<file path="config.mk">
export PLATFORM = sky130hd
export DESIGN_NAME = ebs_seq
export DESIGN_NICKNAME = d
export VERILOG_FILES = /design/src/design/ebs_pkg.sv /design/src/design/ebs_seq.sv /design/src/design/ebs_regs.sv
export VERILOG_INCLUDE_DIRS = /design/src /design/src/design
export SDC_FILE = /design/constraint.sdc
export NUM_CORES = 1
export LEC_CHECK = 0
export ABC_CLOCK_PERIOD_IN_PS = 2100
export BUFFER_PORTS_ARGS = -buffer_cell sky130_fd_sc_hd__buf_2
export CAP_MARGIN = 30
export CELL_PAD_IN_SITES_DETAIL_PLACEMENT = 2
export CELL_PAD_IN_SITES_GLOBAL_PLACEMENT = 2
export CORE_AREA = 2 2 150 188
export DETAILED_ROUTE_END_ITERATION = 7
export DIE_AREA = 0 0 152 190
export MAX_ROUTING_LAYER = met4
export PLACE_DENSITY_LB_ADDON = 0.3
export SYNTH_ARGS = -nofsm -noshare
export SYNTH_HDL_FRONTEND = slang
export SYNTH_SLANG_ARGS = --single-unit
</file>
<file path="constraint.sdc">
create_clock -name CLK_SYS -period 2.1 [get_ports CLK_SYS]
set_input_delay 0.315 -clock CLK_SYS [delete_from_list [all_inputs] [get_ports CLK_SYS]]
set_output_delay 0.315 -clock CLK_SYS [all_outputs]
set_load 0.01 [all_outputs]
</file>
<file path="src/design/ebs_defs.svh">
/*
  Offsets, field positions, reset values and timing counts of the
  external bus strobe sequencer.
  Assumes inclusion by bare name from the design files.
*/
`ifndef EBS_DEFS_SVH
`define EBS_DEFS_SVH

`define EBS_OFF_CTRL    8'h00
`define EBS_OFF_TIMING  8'h04
`define EBS_OFF_ADDR    8'h08
`define EBS_OFF_WDATA   8'h0C
`define EBS_OFF_CMD     8'h10
`define EBS_OFF_STATUS  8'h14
`define EBS_OFF_RDATA   8'h18

`define EBS_CTRL_HALF   0
`define EBS_CTRL_HONOR  1
`define EBS_CTRL_ASYNC  2
`define EBS_CTRL_DOUBLE 3

`define EBS_TIM_RDLEAD  0
`define EBS_TIM_RDACT   2
`define EBS_TIM_RDTRAIL 5
`define EBS_TIM_WRLEAD  7
`define EBS_TIM_WRACT   9
`define EBS_TIM_WRTRAIL 12

`define EBS_CTRL_RST    4'h0
`define EBS_TIMING_RST  14'h3F7F
`define EBS_SYNC_SMP    4'h1
`define EBS_ASYNC_SMP   4'h3

`endif

</file>
<file path="src/design/ebs_pkg.sv">
/*
  Types shared by the external bus strobe sequencer.
  Assumes nothing of its surroundings.
*/
`default_nettype none

package ebs_pkg;

  typedef enum logic [1:0] {
    EBS_IDLE,
    EBS_LEAD,
    EBS_ACTIVE,
    EBS_TRAIL
  } ebs_state_t;

endpackage

`default_nettype wire

</file>
<file path="src/design/ebs_seq.sv">
/*
  External bus strobe sequencer: lead, active and trail phases of
  external reads and writes, aligned to a generated bus clock.
  Assumes AHB-Lite register access and an external memory on the pins.
*/
// What this block does
// - Phases counted in access timing clock cycles.
// - Strobes and zone change on timing edges.
// - Bus clock at full or half rate.
// - Full rate: strobes change on rising edge.
// - Half rate: even count rising, odd falling.
// - Zone low and write flag rise-aligned.
// - Strobe assertion aligns by lead parity.
// - Strobe release aligns by lead-plus-active parity.
// - Access end aligns by total cycle parity.
// - Access starts on rising edge, aligning first.
// - Alignment cycles keep all controls inactive.
// - Address bus holds last address when inactive.
// - Ready ignored when honor setting clear.
// - New address driven at access start edge.
// - Write data from strobe until one tick after flag high.
// - Write data held through write trail.
// - Phase lengths from counts, doubling, wait states.
// - Synchronous ready sampled after lead plus active.
// - Asynchronous ready sampled two cycles earlier.
`default_nettype none
`include "ebs_defs.svh"

module ebs_seq
  import ebs_pkg::*;
(
  input  wire logic        CLK_SYS,
  input  wire logic        RST_B,
  input  wire logic        HSEL,
  input  wire logic [31:0] HADDR,
  input  wire logic [1:0]  HTRANS,
  input  wire logic        HWRITE,
  input  wire logic [2:0]  HSIZE,
  input  wire logic [31:0] HWDATA,
  input  wire logic        HREADY,
  output logic             HREADYOUT,
  output logic [31:0]      HRDATA,
  output logic             HRESP,
  output logic             OUTPUT_BUS_CLOCK,
  output logic             ZONE_SELECT_N,
  output logic             READ_STROBE_N,
  output logic             WRITE_STROBE_N,
  output logic             READ_NOT_WRITE,
  output logic [18:0]      EXTERNAL_ADDRESS_BUS,
  output logic [15:0]      EXTERNAL_DATA_BUS_O,
  input  wire logic [15:0] EXTERNAL_DATA_BUS_I,
  output logic             EXTERNAL_DATA_BUS_OE_N,
  input  wire logic        EXTERNAL_READY_IN
);

  logic [3:0]  ctrl;
  logic [13:0] timing;
  logic [18:0] cfg_addr;
  logic [15:0] cfg_wdata;
  logic        start;
  logic        start_wr;
  logic [7:0]  status;

  ebs_state_t  state_r;
  ebs_state_t  state_nxt;
  logic        div_r;
  logic        hp_r;
  logic        hp_nxt;
  logic        clk_r;
  logic        clk_nxt;
  logic        req_r;
  logic        req_nxt;
  logic        reqwr_r;
  logic        reqwr_nxt;
  logic [3:0]  cnt_r;
  logic [3:0]  cnt_nxt;
  logic [3:0]  ws_cnt_r;
  logic [3:0]  ws_cnt_nxt;
  logic [3:0]  ws_last_r;
  logic [3:0]  ws_last_nxt;
  logic [2:0]  seen_r;
  logic [2:0]  seen_nxt;
  logic        rel_r;
  logic        rel_nxt;
  logic        cap_r;
  logic        cap_nxt;
  logic        zone_r;
  logic        zone_nxt;
  logic        rds_r;
  logic        rds_nxt;
  logic        wrs_r;
  logic        wrs_nxt;
  logic        rnw_r;
  logic        rnw_nxt;
  logic        oe_r;
  logic        oe_nxt;
  logic [18:0] addr_r;
  logic [18:0] addr_nxt;
  logic [15:0] dout_r;
  logic [15:0] dout_nxt;
  logic [15:0] rdata_r;
  logic [15:0] rdata_nxt;
  logic [1:0]  rdy_sync_r;
  logic [15:0] din_s1_r;
  logic [15:0] din_s2_r;

  ebs_regs u_regs (
    .clk       (CLK_SYS),
    .rst_b     (RST_B),
    .hsel      (HSEL),
    .haddr     (HADDR),
    .htrans    (HTRANS),
    .hwrite    (HWRITE),
    .hsize     (HSIZE),
    .hwdata    (HWDATA),
    .hready    (HREADY),
    .hreadyout (HREADYOUT),
    .hrdata    (HRDATA),
    .hresp     (HRESP),
    .ctrl      (ctrl),
    .timing    (timing),
    .addr      (cfg_addr),
    .wdata     (cfg_wdata),
    .start     (start),
    .start_wr  (start_wr),
    .status    (status),
    .rdata     (rdata_r)
  );

  // The access timing clock is an enable pulse on every second system cycle.
  wire logic tick = div_r;

  wire logic half   = ctrl[`EBS_CTRL_HALF];
  wire logic honor  = ctrl[`EBS_CTRL_HONOR];
  wire logic async  = ctrl[`EBS_CTRL_ASYNC];
  wire logic double = ctrl[`EBS_CTRL_DOUBLE];
  wire logic rdy    = rdy_sync_r[1];

  // Lead, active and trail counts follow the direction of the access.
  wire logic [1:0] lead_sel = reqwr_r ? timing[`EBS_TIM_WRLEAD +: 2]
                                      : timing[`EBS_TIM_RDLEAD +: 2];
  wire logic [2:0] act_sel  = reqwr_r ? timing[`EBS_TIM_WRACT +: 3]
                                      : timing[`EBS_TIM_RDACT +: 3];
  wire logic [1:0] trl_sel  = reqwr_r ? timing[`EBS_TIM_WRTRAIL +: 2]
                                      : timing[`EBS_TIM_RDTRAIL +: 2];

  wire logic [2:0] lead_eff = double ? {lead_sel, 1'b0} : {1'b0, lead_sel};
  wire logic [3:0] act_eff  = (double ? {act_sel, 1'b0} : {1'b0, act_sel})
                              + 4'h1;
  wire logic [2:0] trl_eff  = double ? {trl_sel, 1'b0} : {1'b0, trl_sel};

  // A zero lead count is illegal; it behaves as a lead of one cycle.
  wire logic [3:0] lead_ld  = (lead_eff == 3'h0) ? 4'h1 : {1'b0, lead_eff};
  wire logic [3:0] trl_ld   = {1'b0, trl_eff};
  wire logic [3:0] cnt_dec  = cnt_r - 4'h1;
  wire logic       cnt_last = cnt_r == 4'h1;

  // Ready is sampled on every tick from the first sample on; the asynchronous
  // style decides on the sample taken three ticks back, the other on the last.
  wire logic [3:0] smp_tgt  = async ? `EBS_ASYNC_SMP : `EBS_SYNC_SMP;
  wire logic       smp_entry = act_eff <= smp_tgt;
  wire logic       smp_now  = cnt_dec <= smp_tgt;
  wire logic       ready_ok = ~honor | (async ? seen_r[2] : seen_r[0]);

  // In half rate a new output clock period opens on ticks with the phase low.
  wire logic       can_start = ~half | ~hp_r;
  wire logic       trl_none  = trl_eff == 3'h0;
  wire logic       busy      = req_r | (state_r != EBS_IDLE);
  wire logic [3:0] ws_inc    = ws_cnt_r + 4'h1;

  assign status = {ws_last_r, state_r, hp_r, busy};

  always_comb begin
    state_nxt   = state_r;
    cnt_nxt     = cnt_r;
    ws_cnt_nxt  = ws_cnt_r;
    ws_last_nxt = ws_last_r;
    seen_nxt    = seen_r;
    rel_nxt     = rel_r;
    cap_nxt     = cap_r;
    zone_nxt    = zone_r;
    rds_nxt     = rds_r;
    wrs_nxt     = wrs_r;
    rnw_nxt     = rnw_r;
    oe_nxt      = oe_r;
    addr_nxt    = addr_r;
    dout_nxt    = dout_r;
    rdata_nxt   = rdata_r;
    req_nxt     = req_r | start;
    reqwr_nxt   = start ? start_wr : reqwr_r;
    hp_nxt      = hp_r;
    clk_nxt     = half ? clk_r : 1'b0;
    if (tick) begin
      hp_nxt  = ~hp_r;
      clk_nxt = half ? ~hp_r : 1'b1;
      // The data bus is let go one tick after the write flag went high.
      if (rel_r) begin
        oe_nxt  = 1'b1;
        rel_nxt = 1'b0;
      end
      // Read data are taken one tick after the release, so the pin value at
      // the release edge has passed both synchroniser flops.
      if (cap_r) begin
        rdata_nxt = din_s2_r;
        cap_nxt   = 1'b0;
      end
      unique case (state_r)
        EBS_IDLE: begin
          if (req_r && can_start) begin
            state_nxt  = EBS_LEAD;
            req_nxt    = 1'b0;
            zone_nxt   = 1'b0;
            rnw_nxt    = ~reqwr_r;
            addr_nxt   = cfg_addr;
            dout_nxt   = cfg_wdata;
            cnt_nxt    = lead_ld;
            ws_cnt_nxt = 4'h0;
          end else begin
            zone_nxt = 1'b1;
            rds_nxt  = 1'b1;
            wrs_nxt  = 1'b1;
            rnw_nxt  = 1'b1;
          end
        end
        EBS_LEAD: begin
          if (cnt_last) begin
            state_nxt = EBS_ACTIVE;
            cnt_nxt   = act_eff;
            seen_nxt  = smp_entry ? {3{rdy}} : 3'h0;
            if (reqwr_r) begin
              wrs_nxt = 1'b0;
              oe_nxt  = 1'b0;
            end else begin
              rds_nxt = 1'b0;
            end
          end else begin
            cnt_nxt = cnt_dec;
          end
        end
        EBS_ACTIVE: begin
          if (!cnt_last) begin
            cnt_nxt = cnt_dec;
            if (smp_now) begin
              seen_nxt = {seen_r[1:0], rdy};
            end
          end else if (ready_ok) begin
            rds_nxt     = 1'b1;
            wrs_nxt     = 1'b1;
            ws_last_nxt = ws_cnt_r;
            cap_nxt     = ~reqwr_r;
            if (trl_none) begin
              state_nxt = EBS_IDLE;
              zone_nxt  = 1'b1;
              rnw_nxt   = 1'b1;
              rel_nxt   = reqwr_r;
            end else begin
              state_nxt = EBS_TRAIL;
              cnt_nxt   = trl_ld;
            end
          end else begin
            // Wait state: ready is sampled again on each timing cycle.
            seen_nxt   = {seen_r[1:0], rdy};
            ws_cnt_nxt = ws_inc;
          end
        end
        EBS_TRAIL: begin
          // Write data stay on the bus while the trail runs.
          if (cnt_last) begin
            state_nxt = EBS_IDLE;
            zone_nxt  = 1'b1;
            rnw_nxt   = 1'b1;
            rel_nxt   = reqwr_r;
          end else begin
            cnt_nxt = cnt_dec;
          end
        end
      endcase
    end
  end

  // Pin inputs pass two flops before any logic reads them.
  always_ff @(posedge CLK_SYS or negedge RST_B) begin
    if (!RST_B) begin
      rdy_sync_r <= 2'h0;
      din_s1_r   <= 16'h0000;
      din_s2_r   <= 16'h0000;
    end else begin
      rdy_sync_r <= {rdy_sync_r[0], EXTERNAL_READY_IN};
      din_s1_r   <= EXTERNAL_DATA_BUS_I;
      din_s2_r   <= din_s1_r;
    end
  end

  always_ff @(posedge CLK_SYS or negedge RST_B) begin
    if (!RST_B) begin
      div_r   <= 1'b0;
      hp_r    <= 1'b0;
      clk_r   <= 1'b0;
      req_r   <= 1'b0;
      reqwr_r <= 1'b0;
    end else begin
      div_r   <= ~div_r;
      hp_r    <= hp_nxt;
      clk_r   <= clk_nxt;
      req_r   <= req_nxt;
      reqwr_r <= reqwr_nxt;
    end
  end

  always_ff @(posedge CLK_SYS or negedge RST_B) begin
    if (!RST_B) begin
      state_r   <= EBS_IDLE;
      cnt_r     <= 4'h0;
      ws_cnt_r  <= 4'h0;
      ws_last_r <= 4'h0;
      seen_r    <= 3'h0;
      rel_r     <= 1'b0;
      cap_r     <= 1'b0;
    end else begin
      state_r   <= state_nxt;
      cnt_r     <= cnt_nxt;
      ws_cnt_r  <= ws_cnt_nxt;
      ws_last_r <= ws_last_nxt;
      seen_r    <= seen_nxt;
      rel_r     <= rel_nxt;
      cap_r     <= cap_nxt;
    end
  end

  always_ff @(posedge CLK_SYS or negedge RST_B) begin
    if (!RST_B) begin
      zone_r  <= 1'b1;
      rds_r   <= 1'b1;
      wrs_r   <= 1'b1;
      rnw_r   <= 1'b1;
      oe_r    <= 1'b1;
      addr_r  <= 19'h0_0000;
      dout_r  <= 16'h0000;
      rdata_r <= 16'h0000;
    end else begin
      zone_r  <= zone_nxt;
      rds_r   <= rds_nxt;
      wrs_r   <= wrs_nxt;
      rnw_r   <= rnw_nxt;
      oe_r    <= oe_nxt;
      addr_r  <= addr_nxt;
      dout_r  <= dout_nxt;
      rdata_r <= rdata_nxt;
    end
  end

  assign OUTPUT_BUS_CLOCK       = clk_r;
  assign ZONE_SELECT_N          = zone_r;
  assign READ_STROBE_N          = rds_r;
  assign WRITE_STROBE_N         = wrs_r;
  assign READ_NOT_WRITE         = rnw_r;
  assign EXTERNAL_ADDRESS_BUS   = addr_r;
  assign EXTERNAL_DATA_BUS_O    = dout_r;
  assign EXTERNAL_DATA_BUS_OE_N = oe_r;

endmodule

`default_nettype wire

</file>
<file path="src/design/ebs_regs.sv">
/*
  AHB-Lite slave holding the sequencer registers.
  Assumes one master, word transfers, and a busy flag from the sequencer.
*/
`default_nettype none
`include "ebs_defs.svh"

module ebs_regs
  import ebs_pkg::*;
(
  input  wire logic        clk,
  input  wire logic        rst_b,
  input  wire logic        hsel,
  input  wire logic [31:0] haddr,
  input  wire logic [1:0]  htrans,
  input  wire logic        hwrite,
  input  wire logic [2:0]  hsize,
  input  wire logic [31:0] hwdata,
  input  wire logic        hready,
  output logic             hreadyout,
  output logic [31:0]      hrdata,
  output logic             hresp,
  output logic [3:0]       ctrl,
  output logic [13:0]      timing,
  output logic [18:0]      addr,
  output logic [15:0]      wdata,
  output logic             start,
  output logic             start_wr,
  input  wire logic [7:0]  status,
  input  wire logic [15:0] rdata
);

  logic [7:0] a_r;
  logic       w_r;
  logic       hit_r;
  logic       p_r;

  // Every transfer takes one wait state so that read data leave a flop.
  wire logic        acc    = hsel & htrans[1] & hready;
  wire logic        wr_en  = p_r & w_r & hit_r;
  wire logic        s_ctrl = a_r == `EBS_OFF_CTRL;
  wire logic        s_tim  = a_r == `EBS_OFF_TIMING;
  wire logic        s_addr = a_r == `EBS_OFF_ADDR;
  wire logic        s_wdat = a_r == `EBS_OFF_WDATA;
  wire logic        s_cmd  = a_r == `EBS_OFF_CMD;
  wire logic        s_stat = a_r == `EBS_OFF_STATUS;
  wire logic        s_rdat = a_r == `EBS_OFF_RDATA;
  wire logic [31:0] rd_mux =
    !hit_r ? 32'h0000_0000 :
    s_ctrl ? {28'h000_0000, ctrl} :
    s_tim  ? {18'h0_0000, timing} :
    s_addr ? {13'h0000, addr} :
    s_wdat ? {16'h0000, wdata} :
    s_stat ? {24'h00_0000, status} :
    s_rdat ? {16'h0000, rdata} :
    32'h0000_0000;

  always_ff @(posedge clk or negedge rst_b) begin
    if (!rst_b) begin
      a_r       <= 8'h00;
      w_r       <= 1'b0;
      hit_r     <= 1'b0;
      p_r       <= 1'b0;
      hreadyout <= 1'b1;
      hrdata    <= 32'h0000_0000;
      hresp     <= 1'b0;
      start     <= 1'b0;
      start_wr  <= 1'b0;
    end else begin
      p_r       <= acc;
      hreadyout <= ~acc;
      hresp     <= 1'b0;
      start     <= wr_en & s_cmd & ~status[0];
      if (acc) begin
        a_r   <= haddr[7:0];
        w_r   <= hwrite & (hsize == 3'h2);
        hit_r <= (haddr[31:8] == 24'h00_0000) & (haddr[1:0] == 2'h0);
      end
      if (p_r) begin
        hrdata <= rd_mux;
      end
      if (wr_en & s_cmd & ~status[0]) begin
        start_wr <= hwdata[0];
      end
    end
  end

  always_ff @(posedge clk or negedge rst_b) begin
    if (!rst_b) begin
      ctrl   <= `EBS_CTRL_RST;
      timing <= `EBS_TIMING_RST;
      addr   <= 19'h0_0000;
      wdata  <= 16'h0000;
    end else if (wr_en) begin
      if (s_ctrl) ctrl <= hwdata[3:0];
      if (s_tim) timing <= hwdata[13:0];
      if (s_addr) addr <= hwdata[18:0];
      if (s_wdat) wdata <= hwdata[15:0];
    end
  end

endmodule

`default_nettype wire

</file>
==> flow_summary.json <==
{
  "dr_total_vias": 6500,
  "hp-class": "in2reg",
  "path_class": "reg2reg",
  "grt.overflow.total": 0,
  "ioPinCount": 166,
  "h-tree-depth": 4,
  "first_global_vias": 7175,
  "antenna_found_initial": 0,
  "cts_tree": "yes",
  "rsz0062_at_grt": "true",
  "fin_area_sq_um": 11100,
  "numCtsBuffers": 17,
  "synth-seq-cells": 200,
  "n_antenna_cell": 0,
  "end_kind": "flip-flop",
  "io_buffers": 137,
  "ys_seq_area_frac": 0.570,
  "grt_max_degree": 56,
  "multi_input_area_sq_um": 3570,
  "period_needed_ps": 2070,
  "final-seq-area_sq_um": 5030,
  "hp-start": "HADDR[6]",
  "gp_congestion": 0.782,
  "skew_ps": 16.2,
  "worstReg2RegStart": "reqwr_r",
  "fmax_mhz": 484,
  "dieWidth_um": 152,
  "vdd_ir_drop_max_v": 0.000567,
  "drt_iter0_markers": 227,
  "tns_ps": 0,
  "synth_edf_count": 0,
  "cp.required_ps": 2430,
  "place_ws_ps": -52.2,
  "grt.met1_usage": 0.240,
  "setup_slack_ps": 33.4,
  "route.detailed.drc": 0,
  "crit_path_start": "reqwr_r",
  "post-route-period-util": 0.984,
  "maxCapViolCount": 0,
  "top_usage_layer": "met2",
  "syn-instance-count": 703,
  "synth_warnings": 0,
  "detail-route-antenna-nets": 0,
  "place_area_sq_um": 10300,
  "fillers": 2807,
  "grt_pass1_wl_mm": 42.5,
  "dieArea_sq_um": 28900,
  "holdWs_ps": 95.7,
  "area_growth_pct": 26.3,
  "nets": 996,
  "cts.clk_slew.worst_paths_ps": 70,
  "fin_cells": 1264,
  "status": "completed",
  "ys_types": 66,
  "initial_utilization": 0.323,
  "rows": 68,
  "grtUsageMet2": 0.342,
  "clk_latency_ps": 450,
  "power.density_nw_per_um2": 726,
  "hold_viol_final": 0,
  "relSlewSlack": 0.546,
  "gr-usage-all-layers": 0.196,
  "firstDrtPassIters": 4,
  "routedWlPerCell_um": 21.3,
  "post-route-util": 0.408,
  "syn_area_sq_um": 8830,
  "leakage_nw": 5.41,
  "core_area_sq_um": 27300,
  "ys.flop_type": "dfrtp_1",
  "clockRootBuffer": "clkbuf_16",
  "wl_mm": 26.9,
  "fp.dieH_um": 190,
  "dp_hpwl_mm": 19.3,
  "layout-drive-gt1-share": 0.440,
  "totalPowerFinal_mw": 8.09,
  "tightest_slew_ps": 680,
  "placed_cells": 1209,
  "syn-mean-instance-area_sq_um": 12.6,
  "worstPathMaxFanout": 3,
  "slew_viol_final": 0,
  "cp.arrival_ps": 2400,
  "clockBufferDepth": 2,
  "final-setup-viol-count": 0,
  "via_per_inst": 5.14,
  "synth-async-reset-ratio": 1.00,
  "cts.sinks": 200,
  "critical_path.startpoint_type": "flip-flop",
  "use_met3": 0.0292
}
[worst max-delay path: stages, from the launching register on]
cell and delay (ps):
dfrtp_2 440, mux2_4 320, nor2_2 90, a21oi_1 50
ha_1 330, nor2b_1 140, nor2b_1 160, o21ai_1 70
o2111ai_1 110, buf_4 170, a31oi_1 70
[Yosys cell counts, drive strengths merged, types with 10 or more instances]
cell / instances / area share
mux2: 122 / 0.16
nor4: 10 / 0.0088
dfstp: 19 / 0.057
nor2: 22 / 0.0096
a31oi: 10 / 0.0071
buf: 25 / 0.022
nand2: 44 / 0.019
mux2i: 17 / 0.019
nor3: 17 / 0.0096
dfrtp: 181 / 0.51
inv: 14 / 0.0060
o21ai: 22 / 0.012
a221oi: 16 / 0.016
clkbuf: 33 / 0.014
a21oi: 17 / 0.0096
nand2b: 11 / 0.0078
nor2b: 10 / 0.0071
a22o: 16 / 0.016
[layer usage]
layer	vias to the layer above	wire length, um
met5	-	0
met1	3421	11600
li1	2939	-
met2	116	14300
met3	24	633
met4	0	322
[repair_timing]
| item | in CTS | in global routing |
|---|---|---|
| endpoints found under the hold margin | 43 | 0 |
| hold buffers | 18 | 0 |
| cloned | 0 | 1 |
| endpoints found under the setup margin | 6 | 19 |
| pin swaps | 3 | 4 |
| gates resized for setup | 5 | 22 |
| setup buffers | 0 | 4 |
[registers in the layout (all words and copies together) (netlist names), 8 cells and up]
register,count
u_regs.a_r,8
u_regs.timing,14
din_s2_r,16
u_regs.addr,19
EXTERNAL_ADDRESS_BUS,19
u_regs.hrdata,19
EXTERNAL_DATA_BUS_O,16
u_regs.wdata,16
din_s1_r,16
rdata_r,16
[cell usage in the layout (no fill, tap or decap), types with 4 or more instances in the layout]
| master | n |
|---|---|
| or3_1 | 5 |
| dfrtp_1 | 179 |
| a21o_1 | 7 |
| nor4_1 | 9 |
| o21ai_0 | 21 |
| a21oi_1 | 17 |
| mux2i_1 | 16 |
| o31ai_1 | 5 |
| buf_4 | 60 |
| a22oi_1 | 4 |
| a32oi_1 | 5 |
| a211oi_1 | 6 |
| nand4_1 | 4 |
| clkinvlp_4 | 4 |
| nand2_1 | 44 |
| nand2b_1 | 11 |
| a211o_1 | 4 |
| a31oi_1 | 10 |
| conb_1 | 14 |
| nor2b_1 | 10 |
| mux2_2 | 111 |
| buf_2 | 136 |
| inv_1 | 13 |
| nand3_1 | 7 |
| nor3_1 | 13 |
| a221oi_1 | 13 |
| and3_1 | 4 |
| nor2_1 | 20 |
| clkbuf_16 | 17 |
| buf_12 | 7 |
| dfstp_2 | 19 |
| a22o_1 | 16 |
| mux2_4 | 11 |
| dlygate4sd3_1 | 18 |
[worst paths after layout]
path                               endpoint  slack [ps]  cells after the start
min                           u_regs.a_r[6]         100                      2
min in group asynchronous       ws_cnt_r[1]         350                      2
min reg2reg                    din_s2_r[11]         350                      0
max in group asynchronous  u_regs.timing[8]        1070                      3
max reg2reg                       seen_r[0]          30                     10
max                               seen_r[0]          30                     10
[power by group]
| group | switching, mW | internal, mW | leakage, nW |
|---|---|---|---|
| registers | 0.101 | 3.96 | 2.57 |
| clock network | 1.53 | 1.71 | 0.271 |
| logic | 0.459 | 0.323 | 2.57 |
| total | 2.09 | 6.00 | 5.41 |
[cell families after synthesis]
group	after synthesis	share of synthesized area
AO/OA/AOI/OAI	137	0.112
XOR/XNOR	3	0.00298
adder cells (fa/ha/maj)	5	0.00680
buffers and inverters	72	0.0420
flip-flops	200	0.570
multiplexers	139	0.179
other	1	0.000425
AND/OR/NAND/NOR	146	0.0866
[area by class of cell]
class / instances / area share
flip-flops and latches: 200 / 0.451
multi-input cells: 444 / 0.320
repair buffers: 224 / 0.133
clock buffers: 20 / 0.0410
well taps: 350 / 0.0393
clock inverters: 12 / 0.0104
inverters: 14 / 0.00471
Note: power is estimated with default switching activity, not from simulation.
